File: src/hdl/icsp_map.vh
// register offsets, field positions, reset values and counts for the interrupt combiner
// assumes an avalon-mm slave with 32-bit data and byte addresses, index times four
//
// Notes on behaviour
// - combine-select 1: interrupt only while all unmasked latched flags are active
// - combine-select 0: interrupt while any unmasked latched flag is active
// - interrupt control bit 0 enables the interrupt circuit; 0 disables it
// - circuit disabled: no interrupt is signalled on the status pins
// - circuit disabled: latched flags hold and source edges are ignored
// - live event register always shows present source levels, even when disabled
// - secondary reference slew indicators: rise ok bit 7, fall ok bit 6, reset 0
// - primary reference slew indicators: rise ok bit 5, fall ok bit 4, reset 0
// - drive control bit 5 puts status pin 1 in spike-limiting mode
// - drive control bit 4 puts status pin 0 in spike-limiting mode
// - drive control bit 1 makes status pin 1 open-drain
// - drive control bit 0 makes status pin 0 open-drain
// - a source with mask bit 1 never contributes to the combined interrupt
// - flag set by rising edge when polarity bit 1, falling edge when 0
// - software writing 0 to a latched flag bit clears it
`ifndef ICSP_MAP_VH
`define ICSP_MAP_VH

`define ICSP_NSRC            8
`define ICSP_IDX_LIVE        6'h0D
`define ICSP_IDX_MASK        6'h0E
`define ICSP_IDX_POL         6'h0F
`define ICSP_IDX_FLAG        6'h10
`define ICSP_IDX_INTERRUPT_CONTROL      6'h11
`define ICSP_IDX_SLEW        6'h12
`define ICSP_IDX_PINCTL      6'h13
`define ICSP_IDX_EVT_STAT    6'h18
`define ICSP_IDX_EVT_MASK    6'h19
`define ICSP_IDX_PIN_SENSE   6'h1A

`define ICSP_INTERRUPT_CONTROL_EN       0
`define ICSP_INTERRUPT_CONTROL_AND      1
`define ICSP_INTERRUPT_CONTROL_WMASK    8'h03
`define ICSP_PINCTL_OD0      0
`define ICSP_PINCTL_OD1      1
`define ICSP_PINCTL_LIM0     4
`define ICSP_PINCTL_LIM1     5
`define ICSP_PINCTL_WMASK    8'h3F
`define ICSP_SLEW_LSB        4
`define ICSP_EVT_RISE        0
`define ICSP_EVT_FLAG        1
`define ICSP_NEVT            2

`define ICSP_RST_BYTE        8'h00
`define ICSP_RST_EVT         2'h0
`define ICSP_RST_WORD        32'h0000_0000

`endif

File: src/hdl/icsp_edge_latch.v
// per-source synchroniser, live level, polarity edge detect and latched flag
// assumes sources are asynchronous to core_clk; clear pulses come from the bus slave
`default_nettype none
module icsp_edge_latch #(
	parameter N = 8
) (
	// clock and reset
	input  wire         core_clk,
	input  wire         sys_rst,
	// sources and control
	input  wire [N-1:0] src_async,
	input  wire [N-1:0] edge_sense_sel,
	input  wire         circuit_en,
	input  wire [N-1:0] clear_req,
	// state
	output wire [N-1:0] live_event_reg,
	output wire [N-1:0] flags,
	output wire [N-1:0] set_pulse
);
	genvar i;
	generate
		for (i = 0; i < N; i = i + 1) begin : g_src
			// per-source registers, so each one has a single driving process
			reg  meta;
			reg  live;
			reg  live_d;
			reg  flag;
			wire rise = live & ~live_d;
			wire fall = ~live & live_d;
			wire hit  = circuit_en & (edge_sense_sel[i] ? rise : fall);
			assign set_pulse[i]      = hit;
			assign live_event_reg[i] = live;
			assign flags[i]          = flag;
			always @(posedge core_clk) begin
				if (sys_rst) begin
					meta   <= 1'b0;
					live   <= 1'b0;
					live_d <= 1'b0;
					flag   <= 1'b0;
				end else begin
					meta   <= src_async[i];
					live   <= meta;
					live_d <= live;
					// set wins over a clear in the same cycle
					if (hit)
						flag <= 1'b1;
					else if (circuit_en && clear_req[i])
						flag <= 1'b0;
				end
			end
		end
	endgenerate
endmodule // icsp_edge_latch
`default_nettype wire

File: src/hdl/icsp_pin_drv.v
// one status pin: push-pull or open-drain, plus spike-limit strap for the pad
// assumes the pad resolves the wire from o and oe; input is synchronised here
`default_nettype none
module icsp_pin_drv (
	// clock and reset
	input  wire core_clk,
	input  wire sys_rst,
	// control
	input  wire assert_req,
	input  wire drain_only,
	input  wire spike_limit_in,
	// pad
	input  wire pin_i,
	output reg  pin_o,
	output reg  pin_oe,
	output reg  spike_limit,
	output reg  pin_level
);
	reg pin_meta;
	always @(posedge core_clk) begin
		if (sys_rst) begin
			pin_o       <= 1'b0;
			pin_oe      <= 1'b1;
			spike_limit <= 1'b0;
			pin_meta    <= 1'b0;
			pin_level   <= 1'b0;
		end else begin
			pin_meta    <= pin_i;
			pin_level   <= pin_meta;
			spike_limit <= spike_limit_in;
			if (drain_only) begin
				// open-drain pulls low while active, so the wire is active low here
				pin_o  <= 1'b0;
				pin_oe <= assert_req;
			end else begin
				pin_o  <= assert_req;
				pin_oe <= 1'b1;
			end
		end
	end
endmodule // icsp_pin_drv
`default_nettype wire

File: src/hdl/icsp_top.v
// interrupt combiner with status pin control and avalon-mm register slave
// assumes sources and slew indicators arrive asynchronously; bus is on core_clk
`include "icsp_map.vh"
`default_nettype none
module icsp_top (
	// clock and reset
	input  wire        core_clk,
	input  wire        sys_rst,
	// avalon-mm slave
	input  wire [7:0]  avs_address,
	input  wire        avs_read,
	input  wire        avs_write,
	input  wire [3:0]  avs_byteenable,
	input  wire [31:0] avs_writedata,
	output reg  [31:0] avs_readdata,
	output reg         avs_waitrequest,
	// interrupt sources and slew detector
	input  wire [7:0]  irq_src,
	input  wire        alt_ref_rise_ok_in,
	input  wire        alt_ref_fall_ok_in,
	input  wire        main_ref_rise_ok_in,
	input  wire        main_ref_fall_ok_in,
	// status pin 0
	input  wire        flag_pin_0_i,
	output wire        flag_pin_0_o,
	output wire        flag_pin_0_oe,
	output wire        flag_pin0_spike_limit,
	// status pin 1
	input  wire        flag_pin_1_i,
	output wire        flag_pin_1_o,
	output wire        flag_pin_1_oe,
	output wire        flag_pin1_spike_limit,
	// system interrupt
	output reg         irq
);

	function reg_hit;
		input [7:0] addr;
		input [5:0] idx;
		begin
			reg_hit = (addr[7:2] == idx) && (addr[1:0] == 2'b00);
		end
	endfunction

	// software-visible state
	reg  [7:0] src_mask;
	reg  [7:0] edge_sense_sel;
	reg        combine_and;
	reg        circuit_en;
	reg  [7:0] pin_ctl;
	reg  [1:0] evt_stat;
	reg  [1:0] evt_mask;

	// synchronised slew indicators
	reg  [3:0] slew_meta;
	reg  [3:0] slew_sync;

	// combine state
	reg        combined;
	reg        combined_d;
	reg        pin_req;

	wire [7:0] live_event_reg;
	wire [7:0] flags;
	wire [7:0] set_pulse;
	wire       pin0_level;
	wire       pin1_level;

	// bus request decode
	wire       bus_wr_go;
	wire       lane0;
	wire [7:0] wbyte;
	wire [7:0] flag_clear;

	assign bus_wr_go  = avs_write & ~avs_waitrequest;
	assign lane0      = avs_byteenable[0];
	assign wbyte      = avs_writedata[7:0];
	assign flag_clear = (bus_wr_go && lane0 && reg_hit(avs_address, `ICSP_IDX_FLAG)) ? ~wbyte : 8'h00;

	icsp_edge_latch #(
		.N(`ICSP_NSRC)
	) u_latch (
		.core_clk       (core_clk),
		.sys_rst        (sys_rst),
		.src_async      (irq_src),
		.edge_sense_sel (edge_sense_sel),
		.circuit_en     (circuit_en),
		.clear_req      (flag_clear),
		.live_event_reg (live_event_reg),
		.flags          (flags),
		.set_pulse      (set_pulse)
	);

	// combining
	wire [7:0] unmasked;
	wire       any_unmasked;
	wire       all_active;
	wire       next_combined;

	assign unmasked     = flags & ~src_mask;
	assign any_unmasked = |(~src_mask);
	// with every source masked the and form has nothing to satisfy, so it stays low
	assign all_active    = any_unmasked & (&(flags | src_mask));
	assign next_combined = combine_and ? all_active : (|unmasked);

	always @(posedge core_clk) begin
		if (sys_rst) begin
			combined   <= 1'b0;
			combined_d <= 1'b0;
			pin_req    <= 1'b0;
		end else begin
			combined   <= next_combined;
			combined_d <= combined;
			pin_req    <= circuit_en & combined;
		end
	end

	// status pins
	icsp_pin_drv u_pin0 (
		.core_clk       (core_clk),
		.sys_rst        (sys_rst),
		.assert_req     (pin_req),
		.drain_only     (pin_ctl[`ICSP_PINCTL_OD0]),
		.spike_limit_in (pin_ctl[`ICSP_PINCTL_LIM0]),
		.pin_i          (flag_pin_0_i),
		.pin_o          (flag_pin_0_o),
		.pin_oe         (flag_pin_0_oe),
		.spike_limit    (flag_pin0_spike_limit),
		.pin_level      (pin0_level)
	);

	icsp_pin_drv u_pin1 (
		.core_clk       (core_clk),
		.sys_rst        (sys_rst),
		.assert_req     (pin_req),
		.drain_only     (pin_ctl[`ICSP_PINCTL_OD1]),
		.spike_limit_in (pin_ctl[`ICSP_PINCTL_LIM1]),
		.pin_i          (flag_pin_1_i),
		.pin_o          (flag_pin_1_o),
		.pin_oe         (flag_pin_1_oe),
		.spike_limit    (flag_pin1_spike_limit),
		.pin_level      (pin1_level)
	);

	// slew indicators are asynchronous to this clock
	always @(posedge core_clk) begin
		if (sys_rst) begin
			slew_meta <= 4'h0;
			slew_sync <= 4'h0;
		end else begin
			slew_meta <= {alt_ref_rise_ok_in, alt_ref_fall_ok_in, main_ref_rise_ok_in, main_ref_fall_ok_in};
			slew_sync <= slew_meta;
		end
	end

	// system event status, write one to clear
	wire [1:0] evt_set;
	wire [1:0] evt_clr;

	assign evt_set[`ICSP_EVT_RISE] = combined & ~combined_d;
	assign evt_set[`ICSP_EVT_FLAG] = |set_pulse;
	assign evt_clr = (bus_wr_go && lane0 && reg_hit(avs_address, `ICSP_IDX_EVT_STAT)) ? wbyte[1:0] : 2'b00;

	always @(posedge core_clk) begin
		if (sys_rst) begin
			evt_stat <= `ICSP_RST_EVT;
			irq      <= 1'b0;
		end else begin
			// a new event beats the clear in the same cycle
			evt_stat <= (evt_stat & ~evt_clr) | evt_set;
			irq      <= |(((evt_stat & ~evt_clr) | evt_set) & evt_mask);
		end
	end

	// register writes
	always @(posedge core_clk) begin
		if (sys_rst) begin
			src_mask       <= `ICSP_RST_BYTE;
			edge_sense_sel <= `ICSP_RST_BYTE;
			combine_and    <= 1'b0;
			circuit_en     <= 1'b0;
			pin_ctl        <= `ICSP_RST_BYTE;
			evt_mask       <= `ICSP_RST_EVT;
		end else if (bus_wr_go && lane0) begin
			if (reg_hit(avs_address, `ICSP_IDX_MASK)) begin
				src_mask <= wbyte;
			end else if (reg_hit(avs_address, `ICSP_IDX_POL)) begin
				edge_sense_sel <= wbyte;
			end else if (reg_hit(avs_address, `ICSP_IDX_INTERRUPT_CONTROL)) begin
				combine_and <= wbyte[`ICSP_INTERRUPT_CONTROL_AND];
				circuit_en  <= wbyte[`ICSP_INTERRUPT_CONTROL_EN];
			end else if (reg_hit(avs_address, `ICSP_IDX_PINCTL)) begin
				pin_ctl <= wbyte & `ICSP_PINCTL_WMASK;
			end else if (reg_hit(avs_address, `ICSP_IDX_EVT_MASK)) begin
				evt_mask <= wbyte[1:0];
			end
		end
	end

	// read decode
	reg [7:0] next_rbyte;

	always @* begin
		next_rbyte = 8'h00;
		if (reg_hit(avs_address, `ICSP_IDX_LIVE)) begin
			next_rbyte = live_event_reg;
		end else if (reg_hit(avs_address, `ICSP_IDX_MASK)) begin
			next_rbyte = src_mask;
		end else if (reg_hit(avs_address, `ICSP_IDX_POL)) begin
			next_rbyte = edge_sense_sel;
		end else if (reg_hit(avs_address, `ICSP_IDX_FLAG)) begin
			next_rbyte = flags;
		end else if (reg_hit(avs_address, `ICSP_IDX_INTERRUPT_CONTROL)) begin
			next_rbyte = {6'h00, combine_and, circuit_en};
		end else if (reg_hit(avs_address, `ICSP_IDX_SLEW)) begin
			next_rbyte = {slew_sync, 4'h0};
		end else if (reg_hit(avs_address, `ICSP_IDX_PINCTL)) begin
			next_rbyte = pin_ctl;
		end else if (reg_hit(avs_address, `ICSP_IDX_EVT_STAT)) begin
			next_rbyte = {6'h00, evt_stat};
		end else if (reg_hit(avs_address, `ICSP_IDX_EVT_MASK)) begin
			next_rbyte = {6'h00, evt_mask};
		end else if (reg_hit(avs_address, `ICSP_IDX_PIN_SENSE)) begin
			next_rbyte = {6'h00, pin1_level, pin0_level};
		end
	end

	// one wait cycle per access; unmapped reads return zero, unmapped writes drop
	always @(posedge core_clk) begin
		if (sys_rst) begin
			avs_waitrequest <= 1'b1;
			avs_readdata    <= `ICSP_RST_WORD;
		end else if (!avs_waitrequest) begin
			avs_waitrequest <= 1'b1;
		end else if (avs_read || avs_write) begin
			avs_waitrequest <= 1'b0;
			avs_readdata    <= {24'h00_0000, next_rbyte};
		end
	end

endmodule // icsp_top
`default_nettype wire

File: config.mk
export PLATFORM = sky130hd
export DESIGN_NAME = icsp_top
export DESIGN_NICKNAME = d
export VERILOG_FILES = /design/src/hdl/icsp_edge_latch.v /design/src/hdl/icsp_pin_drv.v /design/src/hdl/icsp_top.v
export VERILOG_INCLUDE_DIRS = /design/src /design/src/hdl
export SDC_FILE = /design/constraint.sdc
export NUM_CORES = 1
export LEC_CHECK = 0
export ABC_AREA = 1
export BUFFER_PORTS_ARGS = -buffer_cell sky130_fd_sc_hd__buf_2
export CORE_MARGIN = 8
export CORE_UTILIZATION = 56
export CTS_BUF_LIST = sky130_fd_sc_hd__clkbuf_8
export CTS_CLUSTER_SIZE = 12
export DETAILED_ROUTE_END_ITERATION = 8
export HOLD_SLACK_MARGIN = 0.03
export PLACE_DENSITY_LB_ADDON = 0.05
export SYNTH_ARGS = -nofsm -noshare
export SYNTH_HDL_FRONTEND = slang
export SYNTH_HIERARCHICAL = 1
export SYNTH_SLANG_ARGS = --single-unit
File: constraint.sdc
create_clock -name core_clk -period 1.6 [get_ports core_clk]
set_input_delay 0.08 -clock core_clk [delete_from_list [all_inputs] [get_ports core_clk]]
set_output_delay 0.08 -clock core_clk [all_outputs]
set_load 0.1 [all_outputs]
# Word-level counts from Yosys, hierarchy flattened
# Index checks and enable logic that the tools add are counted.
totals:
  regBits: 91
  input_bits: 62
  out_inout_bits: 40
  word_cells: 212
classes:
  eq_ne: 10
  n_mux: 38
  bitwise_logic: 60
  reduce_logical: 47
ops:
  columns: ["cell", "count"]
  rows:
  - ["$mux W8", 7]
  - ["$eq A6 B5 Y1 const B", 7]
  - ["$and A1 B1 Y1", 28]
  - ["$mux W1", 26]
  - ["$not A1 Y1", 24]
  - ["$reduce_or A8 Y1", 3]
  - ["$logic_and A1 B1 Y1", 21]
  - ["$eq A6 B4 Y1 const B", 3]
  - ["$not A8 Y8", 2]
  - ["$reduce_bool A2 Y1", 8]
  - ["$reduce_or A2 Y1", 6]
  - ["$and A8 B8 Y8", 1]
  - ["$mux W2", 4]
  - ["$or A8 B8 Y8", 1]
  - ["$reduce_and A8 Y1", 1]
  - ["$mux W6", 1]
  - ["$reduce_and A6 Y1", 1]
  - ["$reduce_and A5 Y1", 1]
  - ["$and A2 B2 Y2", 2]
  - ["$reduce_and A2 Y1", 2]
  - ["$reduce_and A4 Y1", 1]
  - ["$reduce_and A3 Y1", 1]
  - ["$logic_not A2 Y1", 1]
  - ["$not A2 Y2", 1]
  - ["other kinds (2)", 2]

# Depth between registers and ports, before layout
depth:
  word_depth: 12
  ltp_mapped: 10
  ltp_nobuf: 10

# Modules after synthesis
# The synthesis kept the hierarchy.
by_module_without_submodules:
  columns: ["module", "instances", "cells_each", "area_each_um2", "seq_area_each_um2"]
  rows:
  - ["icsp_top", 1, 364, 2591.2, 980.9]
  - ["icsp_edge_latch", 1, 197, 1427.6, 640.6]
  - ["icsp_pin_drv", 2, 15, 146.4, 100.1]

# Least setup slack after synthesis
# Ideal clock, no wire load.
synth_path:
  path_kind: "flip-flop to flip-flop"
  start: "register avs_waitrequest"
  end: "register avs_readdata[7]"
  setup_time_ns: 0.119
  t_arrival_ns: 2.014
  required_time_ns: 1.481
  setup_slack_ns: -0.533
  path_stages_with_launch: 7
  n_path_buf: 1
  synth_period_minus_slack_ns: 2.133
  path_cell_list: "dfxtp_1 o21ai_0 inv_1 clkbuf_1 o21ai_0 a211oi_1 nor2_1"
synth_between:
  elab_chain_len: 1
synth_rtl:
  columns: ["item", "line", "source"]
  rows:
  - ["start, declared", "icsp_top.v:16", "output reg avs_waitrequest,"]
  - ["start signal, assigned", "icsp_top.v:231", "avs_waitrequest <= 1'b1;"]
  - ["start signal, assigned", "icsp_top.v:234", "avs_waitrequest <= 1'b1;"]
  - ["start signal, assigned", "icsp_top.v:236", "avs_waitrequest <= 1'b0;"]
  - ["$reduce_and A2 Y1 (no source line)", null, null]
  - ["end signal, assigned", "icsp_top.v:232", "avs_readdata <= `ICSP_RST_WORD;"]
  - ["end signal, assigned", "icsp_top.v:237", "avs_readdata <= {24'h00_0000, next_rbyte};"]
  - ["end, declared", "icsp_top.v:15", "output reg [31:0] avs_readdata,"]
# No other way between the ends.
# A chain may end at the register's enable or synchronous reset.

# Worst setup path after layout
layout_path:
  start: "register circuit_en"
  end: "register irq"
layout_between:
  elab_chain_len: 5
  elab_cells_between_ends: 12
  classes_between: "bitwise: 10; reduce/logical: 2"
layout_rtl:
  columns: ["item", "line", "source"]
  rows:
  - ["start, declared", "icsp_top.v:49", "reg circuit_en;"]
  - ["start signal, assigned", "icsp_top.v:191", "circuit_en <= wbyte[`ICSP_INTERRUPT_CONTROL_EN];"]
  - ["$and A1 B1 Y1", "icsp_edge_latch.v:30", "wire hit = circuit_en & (edge_sense_sel[i] ? rise : fall);"]
  - ["via set_pulse[7]", "icsp_top.v:65", "wire [7:0] set_pulse;"]
  - ["$reduce_or A8 Y1", "icsp_top.v:161", "assign evt_set[`ICSP_EVT_FLAG] = |set_pulse;"]
  - ["$or A2 B2 Y2", "icsp_top.v:171", "irq <= |(((evt_stat & ~evt_clr) | evt_set) & evt_mask);"]
  - ["$and A2 B2 Y2", "icsp_top.v:171", null]
  - ["$reduce_or A2 Y1", "icsp_top.v:171", null]
  - ["end signal, assigned", "icsp_top.v:171", null]
  - ["end, declared", "icsp_top.v:34", "output reg irq"]
# The timed path passes the listed nets, and every way through them passes these cells.

==> metrics.txt <==
clk_lat worst skew 0.36 ns; Syn Area/Cell 7.30 µm²; first-pass GRT wire length 16.8 mm; routed wire length 9.96 mm; main flop type after synthesis dfxtp_1; Worst Hold Depth 3; Pwr Density 906 nW/µm²; GR Util All Layers 0.190; post-route setup slack 0.165 ns; sequential share of power 0.530; CP Capture Type register; Setup TNS 0 ns; gp weighted congestion 0.881; initial DRC count 147; dpl ws 0.132 ns; CTS tree done; area grow syn2layout 12.6%; Vias 3,647; CP Max Fanout 7; CP Cell Sequence buf_4, nand3_1, inv_1, nor4_1, a31oi_1, nand2_1, nand2_1; area of the mapped netlist 4310 µm²; crit-path most repeated cell nand2_1; Buffers on Ports 50; Chip Width 104 µm; Synth area leader dfxtp_1; Setup CP Type reg2reg; vias in the first global route 3,544; # clock sinks 91; CTS buffer count 9; Rows 32; CTS root buf clkbuf_8; fin crit period 1.44 ns; post-synthesis sequential area ratio 0.423; clock power share 0.323; Die Span Y 104 µm; nets 712; Ports 102; RSZ-0062 raised after global routing no; Net Sw Frac 0.307; H-tree Lvls 3; outcome finished clean; Post-synth EDFFs 0; Comb power frac 0.147; Post-DP HPWL 7.32 mm; Setup violations, final 0; most frequent cells in the layout inv_1 (114), nand2_1 (98), dfxtp_1 (90), nor2_1 (79), buf_2 (50); leak pwr 2.18 nW; CP Data Required Time 1.86 ns; Worst R2R Path Depth 7; Inserted Diodes 0; Final Max Tran Viols 0; clk slew on worst S/H paths 0.09 ns; Finished Layout Cells 757; die area 10,800 µm²; crit-path max cell delay 0.34 ns; max-cap violations 0; slowest CP cell dfxtp_1; ys async rst share 0; Synth warnings 6; Final ANT Viol Nets 0; FF+latch count, synth 91; wire length on met2 4.51 mm; Final Hold Vio Count 0; Via density 4.82; fraction of layout cells with a size suffix above 1 0.169; Avg WL per Cell 13.2 µm; Power Total 4.40 mW; Placed Instances 723; Core Box Area 7610 µm²; Clock Path Buffers 2; final instance area 4860 µm²; starting density of the core 0.567; Critical Path Source Type register; Hold WC Path Type in2reg; Worst Path Arrival 1.70 ns; f_max 697 MHz; initial antenna violation count 0; Distinct cells, synth 34; placed instance area 4490 µm²; Final Skew 0.00900 ns; Switching Power 1.35 mW; highest metal layer with signal wires met4; M1 wire length 4.58 mm; Mapped Cells 591; Overflow after GRT 0; first-pass iteration count of the detailed router 4; Final period util 0.897; top-area cell type share of the netlist area 0.423; commonest non-fill, non-tap cell in the layout inv_1; DRC violations left 0; met3 wire length 674 µm; largest net degree at the start of global routing 71; VDD IR-drop max 0.502 mV; top post-synthesis cells by area dfxtp_1 (42%), inv_1 (9.8%), nand2_1 (8.6%); Pint 3.05 mW
-- power groups by stage --
stage / combinational (mW) / sequential, mW / clock, mW
2_1_floorplan: 0.449 / 2.48 / 0
5_1_grt: 0.691 / 2.34 / 1.54
6_report: 0.648 / 2.33 / 1.42
4_1_cts: 0.646 / 2.33 / 1.45
3_5_place_dp: 0.610 / 2.39 / 0
3_3_place_gp: 0.607 / 2.39 / 0
-- timing repair --
item | in CTS | in global routing
buffers inserted | 0 | 0
hold buffers | 18 | 0
gates resized for setup | 0 | 1
endpoints found under the hold margin | 20 | 0
setup endpoints to repair | 0 | 4
-- metal layers --
| metal | global-route usage | up-vias |
|---|---|---|
| li1 | - | 1892 |
| met1 | 0.235 | 1628 |
| met2 | 0.303 | 111 |
| met3 | 0.0527 | 16 |
| met4 | 0.0786 | 0 |
| met5 | 0 | - |
-- registers in the layout, indices dropped and copies added, names as in the netlist, 2 cells and up --
name                  count
pin_ctl                   6
u_latch/g_src.flag        8
slew_sync                 4
src_mask                  8
evt_mask                  2
u_latch/g_src.live        8
edge_sense_sel            8
u_latch/g_src.meta        8
evt_stat                  2
u_latch/g_src.live_d      8
slew_meta                 4
avs_readdata              8
-- through the flow --
stage / hold slack, ns / utilization
CTS: 0.0319 / 0.638
global placement: 0.279 / 0.591
floorplan: 0.149 / -
detailed placement: 0.285 / 0.591
global route: 0.0384 / 0.638
finish: 0.0447 / 0.638
-- worst max-delay path: cells and delay by family (launching register included) --
| kind | cells | cell delay [ns] |
|---|---|---|
| AOI/OAI and AO/OA | 1 | 0.19 |
| buffers and inverters | 2 | 0.25 |
| DFF | 1 | 0.34 |
| and+or+nand+nor | 4 | 0.56 |
-- area by class of cell --
| class | count | area, µm² |
|---|---|---|
| multi-input combinational | 344 | 1690 |
| tap | 102 | 128 |
| fill | 748 | 2750 |
| sequential | 91 | 1830 |
| inverter | 117 | 439 |
| clock inverter | 6 | 42.5 |
| clock buffer | 10 | 138 |
| timing repair buffer | 87 | 598 |
-- cells in the mapped netlist (3+ instances only) --
| master | number |
|---|---|
| a211oi_1 | 17 |
| a21oi_1 | 25 |
| buf_2 | 5 |
| buf_4 | 49 |
| clkbuf_1 | 4 |
| dfxtp_1 | 91 |
| inv_1 | 113 |
| inv_2 | 4 |
| nand2_1 | 99 |
| nand2_2 | 3 |
| nand3_1 | 16 |
| nand3_2 | 8 |
| nand4_1 | 10 |
| nor2_1 | 79 |
| nor2_2 | 4 |
| nor2_4 | 3 |
| nor4_1 | 3 |
| o2111ai_1 | 3 |
| o211ai_1 | 4 |
| o21ai_0 | 25 |
| o21ai_1 | 4 |
| o22ai_1 | 5 |
-- cells by family (layout without fill, tap and decap cells) --
group                  Yosys count  after routing  synth area share
and+or+nand+nor                231            231             0.246
buffers and inverters          179            220             0.207
DFF                             91             91             0.423
AOI/OAI and AO/OA               89             89             0.123
other                            1             24          0.000870
-- final timing paths --
| check | startpoint | endpoint | slack, ns |
|---|---|---|---|
| worst max-delay path | circuit_en | irq | 0.16 |
| worst min-delay path | avs_writedata[2] | edge_sense_sel[2] | 0.04 |
| worst max register to register | circuit_en | irq | 0.16 |
| worst min register to register | u_latch/g_src[1].meta | u_latch/g_src[1].live | 0.41 |
Note: power is estimated with default switching activity, not from simulation.
